### config.mk
export PLATFORM = sky130hd
export DESIGN_NAME = tps_touch_scan
export DESIGN_NICKNAME = d
export VERILOG_FILES = /design/src/shared/tps_pkg.sv /design/src/rtl/tps_pad_counter.sv /design/src/rtl/tps_interval_timer.sv /design/src/rtl/tps_touch_scan.sv
export SDC_FILE = /design/constraint.sdc
export NUM_CORES = 2
export LEC_CHECK = 0
export ABC_AREA = 1
export BUFFER_PORTS_ARGS = -buffer_cell sky130_fd_sc_hd__buf_4
export CAP_MARGIN = 20
export CORE_MARGIN = 5
export CORE_UTILIZATION = 63
export CTS_CLUSTER_DIAMETER = 80
export DETAILED_ROUTE_END_ITERATION = 12
export PLACE_DENSITY_LB_ADDON = 0.1
export SYNTH_ARGS = -nofsm -noshare
export SYNTH_HDL_FRONTEND = slang
export SYNTH_SLANG_ARGS = --single-unit
### constraint.sdc
create_clock -name clk -period 4.7 [get_ports clk]
set_clock_uncertainty 0.05 [all_clocks]
set_input_delay 0.94 -clock clk [delete_from_list [all_inputs] [get_ports clk]]
set_output_delay 0.94 -clock clk [all_outputs]
set_load 0.05 [all_outputs]
### src/shared/tps_pkg.sv
package tps_pkg;
   localparam int          PAD_COUNT     = 10;
   localparam int          CNT_W         = 16;
   localparam int          CLK_PERIOD_NS = 50;

   // Register byte offsets
   localparam logic [7:0]  OFS_CTRL      = 8'h00;
   localparam logic [7:0]  OFS_INTERVAL  = 8'h04;
   localparam logic [7:0]  OFS_DELAYS    = 8'h08;
   localparam logic [7:0]  OFS_WINDOW    = 8'h0C;
   localparam logic [7:0]  OFS_PAD_EN    = 8'h10;
   localparam logic [7:0]  OFS_GROUP1    = 8'h14;
   localparam logic [7:0]  OFS_GROUP2    = 8'h18;
   localparam logic [7:0]  OFS_STATUS    = 8'h1C;
   localparam logic [7:0]  OFS_IRQ_STAT  = 8'h20;
   localparam logic [7:0]  OFS_IRQ_MASK  = 8'h24;
   localparam logic [7:0]  OFS_THRESH    = 8'h40;
   localparam logic [7:0]  OFS_COUNT     = 8'h80;

   // Control register fields
   localparam int          CTRL_SRC_SEL  = 0;
   localparam int          CTRL_TRIGGER  = 1;
   localparam int          CTRL_BOTH_GRP = 2;
   localparam int          CTRL_INIT_LVL = 3;
   // Delay register fields
   localparam int          DLY_BIAS_LSB  = 0;
   localparam int          DLY_POWER_LSB = 8;
   // Status register fields
   localparam int          STAT_BUSY     = 16;
   localparam int          STAT_WAKE     = 17;
   // Interrupt bits
   localparam int          IRQ_DONE      = 0;
   localparam int          IRQ_WAKE      = 1;

   // Values after reset
   localparam logic [3:0]  CTRL_RST      = 4'h0;
   localparam logic [15:0] INTERVAL_RST  = 16'h0100;
   localparam logic [7:0]  BIAS_DLY_RST  = 8'h04;
   localparam logic [7:0]  POWER_DLY_RST = 8'h04;
   localparam logic [15:0] WINDOW_RST    = 16'h0100;
   localparam logic [9:0]  PAD_EN_RST    = 10'h000;
   localparam logic [9:0]  GROUP_RST     = 10'h000;
   localparam logic [15:0] THRESH_RST    = 16'h0000;
   localparam logic [1:0]  IRQ_RST       = 2'h0;

   typedef enum logic [2:0] {ST_IDLE, ST_BIAS, ST_POWER, ST_MEASURE, ST_LATCH} tps_state_t;
endpackage : tps_pkg

### src/rtl/tps_pad_counter.sv
`timescale 1ns/1ps
module tps_pad_counter (
   input  wire logic                      clk,      // System clock
   input  wire logic                      rst_n,    // Async reset
   input  wire logic                      pulseIn,  // Raw pad pulse from front end
   input  wire logic                      clear,    // Zero the count
   input  wire logic                      countEn,  // Measurement window open
   output logic      [tps_pkg::CNT_W-1:0] count     // Running pulse count
);
   import tps_pkg::*;

   logic             sync1_ff;
   logic             sync2_ff;
   logic             sync3_ff;
   logic             level_ff;
   logic [CNT_W-1:0] count_ff;
   logic [CNT_W-1:0] nxt_count;
   wire              agree    = (sync2_ff == sync3_ff);
   wire              riseSeen = agree && sync2_ff && !level_ff;
   wire              atMax    = &count_ff;

   // Saturates rather than wraps so a long window never looks like a touch
   assign nxt_count = clear ? '0 :
                      (countEn && riseSeen && !atMax) ? CNT_W'(count_ff + 1'b1) : count_ff;
   assign count = count_ff;

   always_ff @(posedge clk or negedge rst_n) begin
      if (!rst_n) begin
         sync1_ff <= 1'b0;
         sync2_ff <= 1'b0;
         sync3_ff <= 1'b0;
         level_ff <= 1'b0;
         count_ff <= '0;
      end else begin
         sync1_ff <= pulseIn;
         sync2_ff <= sync1_ff;
         sync3_ff <= sync2_ff;
         level_ff <= agree ? sync2_ff : level_ff;
         count_ff <= nxt_count;
      end
   end

   property p_count_step;
      @(posedge clk) disable iff (!rst_n)
      (countEn && !clear && riseSeen && !atMax) |=> (count_ff == $past(count_ff) + 1'b1);
   endproperty
   a_count_step: assert property (p_count_step) else $error("pad count missed a pulse");
endmodule : tps_pad_counter

### src/rtl/tps_interval_timer.sv
`timescale 1ns/1ps
module tps_interval_timer (
   input  wire logic        clk,      // System clock
   input  wire logic        rst_n,    // Async reset
   input  wire logic        run,      // Periodic mode and machine idle
   input  wire logic [15:0] interval, // Cycles between measurements
   output logic             tick      // One-cycle start pulse
);
   import tps_pkg::*;

   logic [15:0] cnt_ff;
   logic [15:0] nxt_cnt;
   wire  [15:0] cntInc = 16'(cnt_ff + 16'h0001);

   // Zero interval behaves as one so the timer cannot stall
   // interval count
   assign tick    = run && (cntInc >= interval);
   assign nxt_cnt = (!run || tick) ? 16'h0000 : cntInc;

   always_ff @(posedge clk or negedge rst_n) begin
      if (!rst_n) begin
         cnt_ff <= 16'h0000;
      end else begin
         cnt_ff <= nxt_cnt;
      end
   end

   property p_tick_spacing;
      @(posedge clk) disable iff (!rst_n)
      (!run ##1 (run && interval == 16'h0004 && !tick)[*3]) |=> (!run || interval != 16'h0004 || tick);
   endproperty
   a_tick_spacing: assert property (p_tick_spacing) else $error("interval tick not on fourth cycle");
endmodule : tps_interval_timer

### src/rtl/tps_touch_scan.sv
`timescale 1ns/1ps
module tps_touch_scan (
   input  wire logic                          clk,                // Fast clock, 20 MHz
   input  wire logic                          rst_n,              // Async reset, active low
   input  wire logic [7:0]                    avs_address,        // Byte address
   input  wire logic                          avs_read,           // Read request
   input  wire logic                          avs_write,          // Write request
   input  wire logic [31:0]                   avs_writedata,      // Write data
   input  wire logic [3:0]                    avs_byteenable,     // Write lanes
   output logic      [31:0]                   avs_readdata,       // Read data
   output logic                               avs_waitrequest,    // Stall
   input  wire logic [tps_pkg::PAD_COUNT-1:0] padPulseOut,        // Pad pulses
   output logic                               touchBiasPowerUp,   // Bias enable
   output logic      [tps_pkg::PAD_COUNT-1:0] padPowerUp,         // Pad power-up
   output logic      [tps_pkg::PAD_COUNT-1:0] padChargeStart,     // Pad charge start
   output logic                               initialLevelSelect, // Swing start level
   output logic                               wakeUp,             // Wake condition level
   output logic                               irq                 // Interrupt level
);
   import tps_pkg::*;

   function automatic logic [31:0] beMerge(input logic [31:0] old, input logic [31:0] nw, input logic [3:0] be);
      logic [31:0] res;
      res = old;
      for (int b = 0; b < 4; b++) begin
         if (be[b]) begin
            res[8*b +: 8] = nw[8*b +: 8];
         end
      end
      return res;
   endfunction : beMerge

   function automatic logic inPadBlock(input logic [7:0] addr, input logic [7:0] base);
      return (addr[7:6] == base[7:6]) && (addr[5:2] < 4'(PAD_COUNT)) && (addr[1:0] == 2'b00);
   endfunction : inPadBlock

   // Bus slave: one wait cycle on every access
   logic        ack_ff;
   logic [31:0] readdata_ff;
   wire         access  = avs_read || avs_write;
   wire         wrTaken = avs_write && ack_ff;
   wire         rdTaken = avs_read && ack_ff;
   wire  [3:0]  padSlot = avs_address[5:2];
   assign avs_waitrequest = access && !ack_ff;
   assign avs_readdata    = readdata_ff;

   wire wrCtrl     = wrTaken && (avs_address == OFS_CTRL);
   wire wrInterval = wrTaken && (avs_address == OFS_INTERVAL);
   wire wrDelays   = wrTaken && (avs_address == OFS_DELAYS);
   wire wrWindow   = wrTaken && (avs_address == OFS_WINDOW);
   wire wrPadEn    = wrTaken && (avs_address == OFS_PAD_EN);
   wire wrGroup1   = wrTaken && (avs_address == OFS_GROUP1);
   wire wrGroup2   = wrTaken && (avs_address == OFS_GROUP2);
   wire wrIrqMask  = wrTaken && (avs_address == OFS_IRQ_MASK);
   wire wrThresh   = wrTaken && inPadBlock(avs_address, OFS_THRESH);
   wire rdIrqStat  = rdTaken && (avs_address == OFS_IRQ_STAT);

   // Configuration
   logic [3:0]       ctrl_ff;
   logic [15:0]      interval_ff;
   logic [7:0]       biasDly_ff;
   logic [7:0]       powerDly_ff;
   logic [15:0]      window_ff;
   logic [9:0]       padEn_ff;
   logic [9:0]       group1_ff;
   logic [9:0]       group2_ff;
   logic [1:0]       irqMask_ff;
   logic [CNT_W-1:0] thresh_ff [PAD_COUNT];

   wire [31:0] ctrlMerged  = beMerge({28'h0, ctrl_ff}, avs_writedata, avs_byteenable);
   wire [31:0] delayMerged = beMerge({16'h0, powerDly_ff, biasDly_ff}, avs_writedata, avs_byteenable);
   wire        srcSel      = ctrl_ff[CTRL_SRC_SEL];
   wire        bothGroups  = ctrl_ff[CTRL_BOTH_GRP];
   wire        softTrig    = wrCtrl && ctrlMerged[CTRL_TRIGGER] && ctrlMerged[CTRL_SRC_SEL];

   always_ff @(posedge clk or negedge rst_n) begin
      if (!rst_n) begin
         ctrl_ff     <= CTRL_RST;
         interval_ff <= INTERVAL_RST;
         biasDly_ff  <= BIAS_DLY_RST;
         powerDly_ff <= POWER_DLY_RST;
         window_ff   <= WINDOW_RST;
         padEn_ff    <= PAD_EN_RST;
         group1_ff   <= GROUP_RST;
         group2_ff   <= GROUP_RST;
         irqMask_ff  <= IRQ_RST;
      end else begin
         // Trigger bit is a strobe and never stored
         if (wrCtrl) ctrl_ff <= ctrlMerged[3:0] & ~(4'h1 << CTRL_TRIGGER);
         if (wrInterval) interval_ff <= 16'(beMerge({16'h0, interval_ff}, avs_writedata, avs_byteenable));
         if (wrDelays) {powerDly_ff, biasDly_ff} <= delayMerged[15:0];
         if (wrWindow) window_ff <= 16'(beMerge({16'h0, window_ff}, avs_writedata, avs_byteenable));
         if (wrPadEn) padEn_ff <= 10'(beMerge({22'h0, padEn_ff}, avs_writedata, avs_byteenable));
         if (wrGroup1) group1_ff <= 10'(beMerge({22'h0, group1_ff}, avs_writedata, avs_byteenable));
         if (wrGroup2) group2_ff <= 10'(beMerge({22'h0, group2_ff}, avs_writedata, avs_byteenable));
         if (wrIrqMask) irqMask_ff <= 2'(beMerge({30'h0, irqMask_ff}, avs_writedata, avs_byteenable));
      end
   end

   always_ff @(posedge clk or negedge rst_n) begin
      if (!rst_n) begin
         for (int i = 0; i < PAD_COUNT; i++) thresh_ff[i] <= THRESH_RST;
      end else if (wrThresh) begin
         thresh_ff[padSlot] <= 16'(beMerge({16'h0, thresh_ff[padSlot]}, avs_writedata, avs_byteenable));
      end
   end

   // Sequencer
   tps_state_t  state_ff;
   tps_state_t  nxt_state;
   logic [15:0] stepCnt_ff;
   logic [15:0] nxt_stepCnt;
   logic        pending_ff;
   logic        initLvl_ff;
   logic        timerTick;
   wire  [15:0] stepInc  = 16'(stepCnt_ff + 16'h0001);
   wire         isIdle   = (state_ff == ST_IDLE);
   wire         startReq = pending_ff || (timerTick && !srcSel);
   wire         takeStart = isIdle && startReq;

   tps_interval_timer u_timer (
      .clk      (clk),
      .rst_n    (rst_n),
      .run      (isIdle && !srcSel),
      .interval (interval_ff),
      .tick     (timerTick)
   );

   always_comb begin
      nxt_state   = state_ff;
      nxt_stepCnt = stepInc;
      case (state_ff)
         ST_IDLE: begin
            nxt_stepCnt = 16'h0000;
            if (startReq) nxt_state = ST_BIAS;
         end
         ST_BIAS: begin
            if (stepCnt_ff >= {8'h00, biasDly_ff}) begin
               nxt_state   = ST_POWER;
               nxt_stepCnt = 16'h0000;
            end
         end
         ST_POWER: begin
            if (stepCnt_ff >= {8'h00, powerDly_ff}) begin
               nxt_state   = ST_MEASURE;
               nxt_stepCnt = 16'h0000;
            end
         end
         ST_MEASURE: begin
            if (stepInc >= window_ff) begin
               nxt_state   = ST_LATCH;
               nxt_stepCnt = 16'h0000;
            end
         end
         ST_LATCH: begin
            nxt_state   = ST_IDLE;
            nxt_stepCnt = 16'h0000;
         end
         default: begin
            nxt_state   = ST_IDLE;
            nxt_stepCnt = 16'h0000;
         end
      endcase
   end

   always_ff @(posedge clk or negedge rst_n) begin
      if (!rst_n) begin
         state_ff   <= ST_IDLE;
         stepCnt_ff <= 16'h0000;
         pending_ff <= 1'b0;
         initLvl_ff <= 1'b0;
      end else begin
         state_ff   <= nxt_state;
         stepCnt_ff <= nxt_stepCnt;
         pending_ff <= softTrig || (pending_ff && !takeStart);
         if (takeStart) initLvl_ff <= ctrl_ff[CTRL_INIT_LVL];
      end
   end

   wire measuring = (state_ff == ST_MEASURE);
   wire powered   = (state_ff == ST_POWER) || measuring;
   assign touchBiasPowerUp   = !isIdle && (state_ff != ST_LATCH);
   assign padPowerUp         = padEn_ff & {PAD_COUNT{powered}};
   assign padChargeStart     = padEn_ff & {PAD_COUNT{measuring}};
   assign initialLevelSelect = initLvl_ff;

   // Pulse counters and results
   logic [CNT_W-1:0] liveCount [PAD_COUNT];
   logic [CNT_W-1:0] result_ff [PAD_COUNT];
   logic [9:0]       touchNow;
   logic [9:0]       touched_ff;

   genvar g;
   generate
      for (g = 0; g < PAD_COUNT; g++) begin : gen_pad
         tps_pad_counter u_cnt (
            .clk     (clk),
            .rst_n   (rst_n),
            .pulseIn (padPulseOut[g]),
            .clear   (takeStart),
            .countEn (measuring && padEn_ff[g]),
            .count   (liveCount[g])
         );
         assign touchNow[g] = padEn_ff[g] && (liveCount[g] < thresh_ff[g]);
      end
   endgenerate

   always_ff @(posedge clk or negedge rst_n) begin
      if (!rst_n) begin
         for (int i = 0; i < PAD_COUNT; i++) result_ff[i] <= '0;
         touched_ff <= 10'h000;
      end else if (state_ff == ST_LATCH) begin
         for (int i = 0; i < PAD_COUNT; i++) result_ff[i] <= liveCount[i];
         touched_ff <= touchNow;
      end
   end

   wire hitGroup1 = |(touched_ff & group1_ff);
   wire hitGroup2 = |(touched_ff & group2_ff);
   assign wakeUp = hitGroup1 && (!bothGroups || hitGroup2);
   wire wakeAtLatch = (|(touchNow & group1_ff)) && (!bothGroups || |(touchNow & group2_ff));

   // Interrupt status, cleared by reading it; a new event wins over the clear
   logic [1:0] irqStat_ff;
   wire  [1:0] irqEvent = {(state_ff == ST_LATCH) && wakeAtLatch, state_ff == ST_LATCH};
   always_ff @(posedge clk or negedge rst_n) begin
      if (!rst_n) begin
         irqStat_ff <= IRQ_RST;
      end else begin
         irqStat_ff <= irqEvent | (irqStat_ff & {2{!rdIrqStat}});
      end
   end
   assign irq = |(irqStat_ff & irqMask_ff);

   // Read path
   logic [31:0] readMux;
   always_comb begin
      readMux = 32'h0000_0000;
      case (avs_address)
         OFS_CTRL:     readMux = {28'h0, ctrl_ff};
         OFS_INTERVAL: readMux = {16'h0, interval_ff};
         OFS_DELAYS:   readMux = {16'h0, powerDly_ff, biasDly_ff};
         OFS_WINDOW:   readMux = {16'h0, window_ff};
         OFS_PAD_EN:   readMux = {22'h0, padEn_ff};
         OFS_GROUP1:   readMux = {22'h0, group1_ff};
         OFS_GROUP2:   readMux = {22'h0, group2_ff};
         OFS_STATUS:   readMux = {14'h0, wakeUp, !isIdle, 6'h0, touched_ff};
         OFS_IRQ_STAT: readMux = {30'h0, irqStat_ff};
         OFS_IRQ_MASK: readMux = {30'h0, irqMask_ff};
         default: begin
            if (inPadBlock(avs_address, OFS_THRESH)) readMux = {16'h0, thresh_ff[padSlot]};
            else if (inPadBlock(avs_address, OFS_COUNT)) readMux = {16'h0, result_ff[padSlot]};
         end
      endcase
   end

   always_ff @(posedge clk or negedge rst_n) begin
      if (!rst_n) begin
         ack_ff      <= 1'b0;
         readdata_ff <= 32'h0000_0000;
      end else begin
         ack_ff      <= access && !ack_ff;
         if (avs_read && !ack_ff) readdata_ff <= readMux;
      end
   end

   property p_soft_start;
      @(posedge clk) disable iff (!rst_n)
      (softTrig && isIdle && !pending_ff) |=> ##1 (state_ff == ST_BIAS);
   endproperty
   a_soft_start: assert property (p_soft_start) else $error("soft trigger did not start");

   property p_no_self_start;
      @(posedge clk) disable iff (!rst_n)
      (srcSel && isIdle && !pending_ff) |=> (state_ff == ST_IDLE);
   endproperty
   a_no_self_start: assert property (p_no_self_start) else $error("start without trigger");

   property p_periodic;
      @(posedge clk) disable iff (!rst_n)
      (timerTick && !srcSel && isIdle) |=> (state_ff == ST_BIAS) ##1 touchBiasPowerUp;
   endproperty
   a_periodic: assert property (p_periodic) else $error("timer tick did not start");

   property p_bias_first;
      @(posedge clk) disable iff (!rst_n)
      (padPowerUp != 10'h000) |-> touchBiasPowerUp && $past(touchBiasPowerUp);
   endproperty
   a_bias_first: assert property (p_bias_first) else $error("pad powered before bias");

   property p_pad_gate;
      @(posedge clk) disable iff (!rst_n)
      ((padPowerUp | padChargeStart) & ~padEn_ff) == 10'h000 && ((padChargeStart & ~padPowerUp) == 10'h000);
   endproperty
   a_pad_gate: assert property (p_pad_gate) else $error("disabled pad exercised");

   property p_window_len;
      @(posedge clk) disable iff (!rst_n)
      ($rose(measuring) && window_ff == 16'h0004 && !wrWindow) |->
         measuring[*4] ##1 (state_ff == ST_LATCH);
   endproperty
   a_window_len: assert property (p_window_len) else $error("measurement window length wrong");

   property p_latch_results;
      @(posedge clk) disable iff (!rst_n)
      (state_ff == ST_LATCH) |=> (touched_ff == $past(touchNow)) && (result_ff[0] == $past(liveCount[0]));
   endproperty
   a_latch_results: assert property (p_latch_results) else $error("results not latched");

   property p_hold_results;
      @(posedge clk) disable iff (!rst_n)
      (state_ff != ST_LATCH) |=> $stable(touched_ff) && $stable(result_ff[PAD_COUNT-1]);
   endproperty
   a_hold_results: assert property (p_hold_results) else $error("results changed mid-scan");

   property p_wake_group1;
      @(posedge clk) disable iff (!rst_n)
      wakeUp |-> |(touched_ff & group1_ff);
   endproperty
   a_wake_group1: assert property (p_wake_group1) else $error("wake without group one touch");

   property p_wake_both;
      @(posedge clk) disable iff (!rst_n)
      (wakeUp && bothGroups) |-> |(touched_ff & group2_ff);
   endproperty
   a_wake_both: assert property (p_wake_both) else $error("wake without group two touch");

   property p_wake_irq;
      @(posedge clk) disable iff (!rst_n)
      (state_ff == ST_LATCH && wakeAtLatch && irqMask_ff[IRQ_WAKE]) |=> irq && irqStat_ff[IRQ_WAKE];
   endproperty
   a_wake_irq: assert property (p_wake_irq) else $error("touch interrupt missing");

   property p_init_level;
      @(posedge clk) disable iff (!rst_n)
      (!isIdle && !takeStart) |=> $stable(initialLevelSelect);
   endproperty
   a_init_level: assert property (p_init_level) else $error("initial level moved mid-scan");
endmodule : tps_touch_scan

==> metrics.yaml <==
worst_setup_path:
  r2r_end: "gen_pad[2].u_cnt.count[15]"
  worstPathArrival_ns: 3.21
  reg2reg_from: "u_timer.cnt_ff[0]"
  cp.required_ns: 3.71
  path_class: "register to output port"
  rr_worst_depth: 25
  crit_path_start_kind: "register"
  crit_start: "state_ff[2]"
  r2r_slack_ns: 0.54
  cp_max_fo: 10
  end_kind: "output port"
  crit_end: "padPowerUp[8]"
power_and_ir_drop:
  internal-power_w: 0.00993
  ir_worst_vdd_uv: 310
  p_seq_share_pct: 43.4
  switching_share_pct: 29.4
  p_comb_share_pct: 15.1
  powerDensity_mw_per_mm2: 348
  clockPowerShare_pct: 41.4
  switchingPower_w: 0.00414
  leakage_nw: 19.0
  total_power_w: 0.0141
detailed_routing:
  dr.pass1.iters: 6
  drtIter0Drc: 3471
  wl_per_cell_um: 22.1
  num_vias: 32200
  drcViolationCount: 0
  drt-total-wl_um: 119000
  postRouteAntennaNets: 0
  viasPerCell: 5.97
floorplan:
  die_h_um: 251
  fp-row-count: 88
  fp.coreArea_mm2: 0.0575
  dieArea_mm2: 0.0628
  fp.dieW_um: 251
  start_util_pct: 63.5
  boundaryPins: 115
cts:
  clk_latency_ns: 0.62
  cts_buffers: 72
  cts_setup_buffers: 0
  cts_hold_buf: 0
  htree_levels: 3
  cts_root_buf: "clkbuf_16"
  cts_num_sinks: 671
  clkTransAtPathRegs_ns: 0.06
  clockBufferDepth: 3
  ctsResizeCount: 0
  cts_tree: "built"
outcome:
  run_status: "finished, final reports clean"
timing:
  setup_ws_ns: 0.502
  rsz0062_at_grt: "false"
  setup_tns_ns: 0
  max_freq_mhz: 238
  min_period_over_period_pct: 89.3
  drv_slew: 0
  tightest_slew_ns: 1.04
  holdWs_ns: 0.296
  relSlewSlack_pct: 30.4
  setup_violations: 0
  hold_viol: 0
  period_minus_slack_ns: 4.20
logic_synthesis:
  ys_seq_elements: 671
  syn-cell-area_mm2: 0.0365
  synth_top_area_cell: "dfrtp_1"
  synth_edf_count: 0
  ys_seq_area_share_pct: 46.1
  yosys_warnings: 0
  synth.distinct_cells: 62
  synthArstFlopShare_pct: 100
  yosys_most_used_dff: "dfrtp_1"
  syn_area_per_cell_um2: 8.11
  netlist.area_leader.share_pct: 45.8
  synth.area.top_cells: "dfrtp_1 (46%), nand2_1 (10%), ha_1 (7.5%), inv_1 (6.0%), o21ai_0 (4.9%)"
  syn_inst: 4499
run:
  maxCapViolations: 0
finish:
  drive_gt1_share_pct: 8.56
  syn2layout_area_growth_pct: 10.9
  design_area_mm2: 0.0404
  final_nets: 4849
placed_design:
  numPortBuffers: 82
  place_area_mm2: 0.0380
  gp_congestion: 1.02
  hpwl_um: 88300
  dp_slack_ns: 0.461
global_routing:
  grt_overflow: 0
  grt_pass1_vias: 30300
  antenna_found_initial: 4
  grt_first_pass_wirelength_um: 181000
  grtUsageTotal_pct: 37.4
  grt_max_degree: 152
worst_hold_path:
  hold_class: "register to register"
[cell usage after synthesis (10+ instances only)]
cell type and instances:
nor4_1 31, nor2_2 16, or2_2 16, nor2_1 362, o2111ai_1 18, mux2_2 11
ha_1 220, buf_1 10, inv_1 585, xor2_1 75, buf_2 31, nor3_1 108
dfrtp_1 667, a21oi_1 110, nand3_1 223, o21ai_1 164, buf_4 26, o22ai_1 151
nand4_1 46, inv_2 22, o21ai_0 355, o221ai_1 24, nand3_2 11, nand2_1 985
a211oi_1 11, a22oi_1 10, clkbuf_1 99
[power by group through the flow]
stage | Combinational [W] | Sequential, W | Clock (W)
CTS | 0.00209 | 0.00611 | 0.00586
floorplan | 0.00128 | 0.00618 | 0
finish | 0.00213 | 0.00611 | 0.00583
detailed placement | 0.00208 | 0.00621 | 0
global placement | 0.00205 | 0.00620 | 0
global route | 0.00229 | 0.00613 | 0.00611
[how the worst min path moves through the flow]
| stage | from | end | slack, ns | cells after the start |
|---|---|---|---|---|
| finish | gen_pad[7].u_cnt.sync1_ff | gen_pad[7].u_cnt.sync2_ff | 0.30 | 0 |
| global placement | gen_pad[6].u_cnt.sync1_ff | gen_pad[6].u_cnt.sync2_ff | 0.28 | 0 |
| global route | gen_pad[6].u_cnt.sync1_ff | gen_pad[6].u_cnt.sync2_ff | 0.31 | 0 |
| detailed placement | gen_pad[5].u_cnt.sync1_ff | gen_pad[5].u_cnt.sync2_ff | 0.28 | 0 |
| CTS | gen_pad[7].u_cnt.sync1_ff | gen_pad[7].u_cnt.sync2_ff | 0.30 | 0 |
| floorplan | gen_pad[0].u_cnt.sync1_ff | gen_pad[0].u_cnt.sync2_ff | 0.28 | 0 |
[worst max-delay path, cell delays in order, from the launching register on]
cell	delay, ns
dfrtp_1	0.43
nor2_1	0.18
inv_1	0.07
nor2_1	0.66
inv_1	0.21
nand2_1	0.11
clkinv_1	0.43
nor2_1	0.27
buf_4	0.24
[cell type report]
class                   instances  area (µm²)
diodes                          1        2.50
inverters                     612        2300
fillers                      4736       17000
repair buffers                152        1300
flip-flops and latches        671       16800
multi-input cells            3062       16700
clock buffers                 103        2100
well taps                     765         957
clock inverters                24         290
[through the flow]
stage / util, % / instances
finish: 70.4 / 5390
global route: 70.3 / 5389
CTS: 70.3 / 5389
detailed placement: 66.2 / 5262
global placement: 66.2 / 5262
floorplan: - / 4512
[kinds of logic after synthesis]
| logic type | share of synthesized area, % |
|---|---|
| XOR/XNOR | 1.83 |
| AO/OA/AOI/OAI | 13.9 |
| other | 0.0103 |
| AND/OR/NAND/NOR | 21.8 |
| adder cells (fa/ha/maj) | 7.55 |
| multiplexers | 0.477 |
| flip-flops | 46.1 |
| buffers and inverters | 8.41 |
[metal layers]
layer / GRT usage, % / vias up / wire, µm
met3: 6.31 / 299 / 11100
li1: - / 15000 / -
met1: 51.6 / 15300 / 47600
met4: 20.5 / 4 / 7830
met5: 0 / - / 21
met2: 56.7 / 1550 / 52300
[state kept, by name, indices dropped and copies added (netlist names), 3 cells and up]
signal / flops
avs_readdata: 18
biasDly_ff: 8
ctrl_ff: 3
gen_pad.u_cnt.count: 160
gen_pad.u_cnt.level_ff: 10
gen_pad.u_cnt.sync1_ff: 10
gen_pad.u_cnt.sync2_ff: 10
gen_pad.u_cnt.sync3_ff: 10
group1_ff: 10
group2_ff: 10
interval_ff: 16
padEn_ff: 10
powerDly_ff: 8
result_ff: 160
state_ff: 3
stepCnt_ff: 16
thresh_ff: 160
touched_ff: 10
u_timer.cnt_ff: 16
window_ff: 16
[placed cells by master (no fill, tap or decap), types with 16 or more instances in the layout]
| cell type | n |
|---|---|
| o22ai_1 | 151 |
| nand2_1 | 984 |
| nand4_1 | 46 |
| nor2_2 | 16 |
| clkbuf_8 | 16 |
| inv_2 | 22 |
| inv_1 | 585 |
| nor4_1 | 30 |
| or2_2 | 16 |
| nor2_1 | 361 |
| xor2_1 | 75 |
| a21oi_1 | 110 |
| clkbuf_16 | 73 |
| nand3_1 | 223 |
| o21ai_0 | 355 |
| nor3_1 | 108 |
| o2111ai_1 | 18 |
| o21ai_1 | 164 |
| ha_1 | 220 |
| dfrtp_1 | 667 |
| buf_4 | 139 |
| o221ai_1 | 24 |
Note: power is estimated with default switching activity, not from simulation.
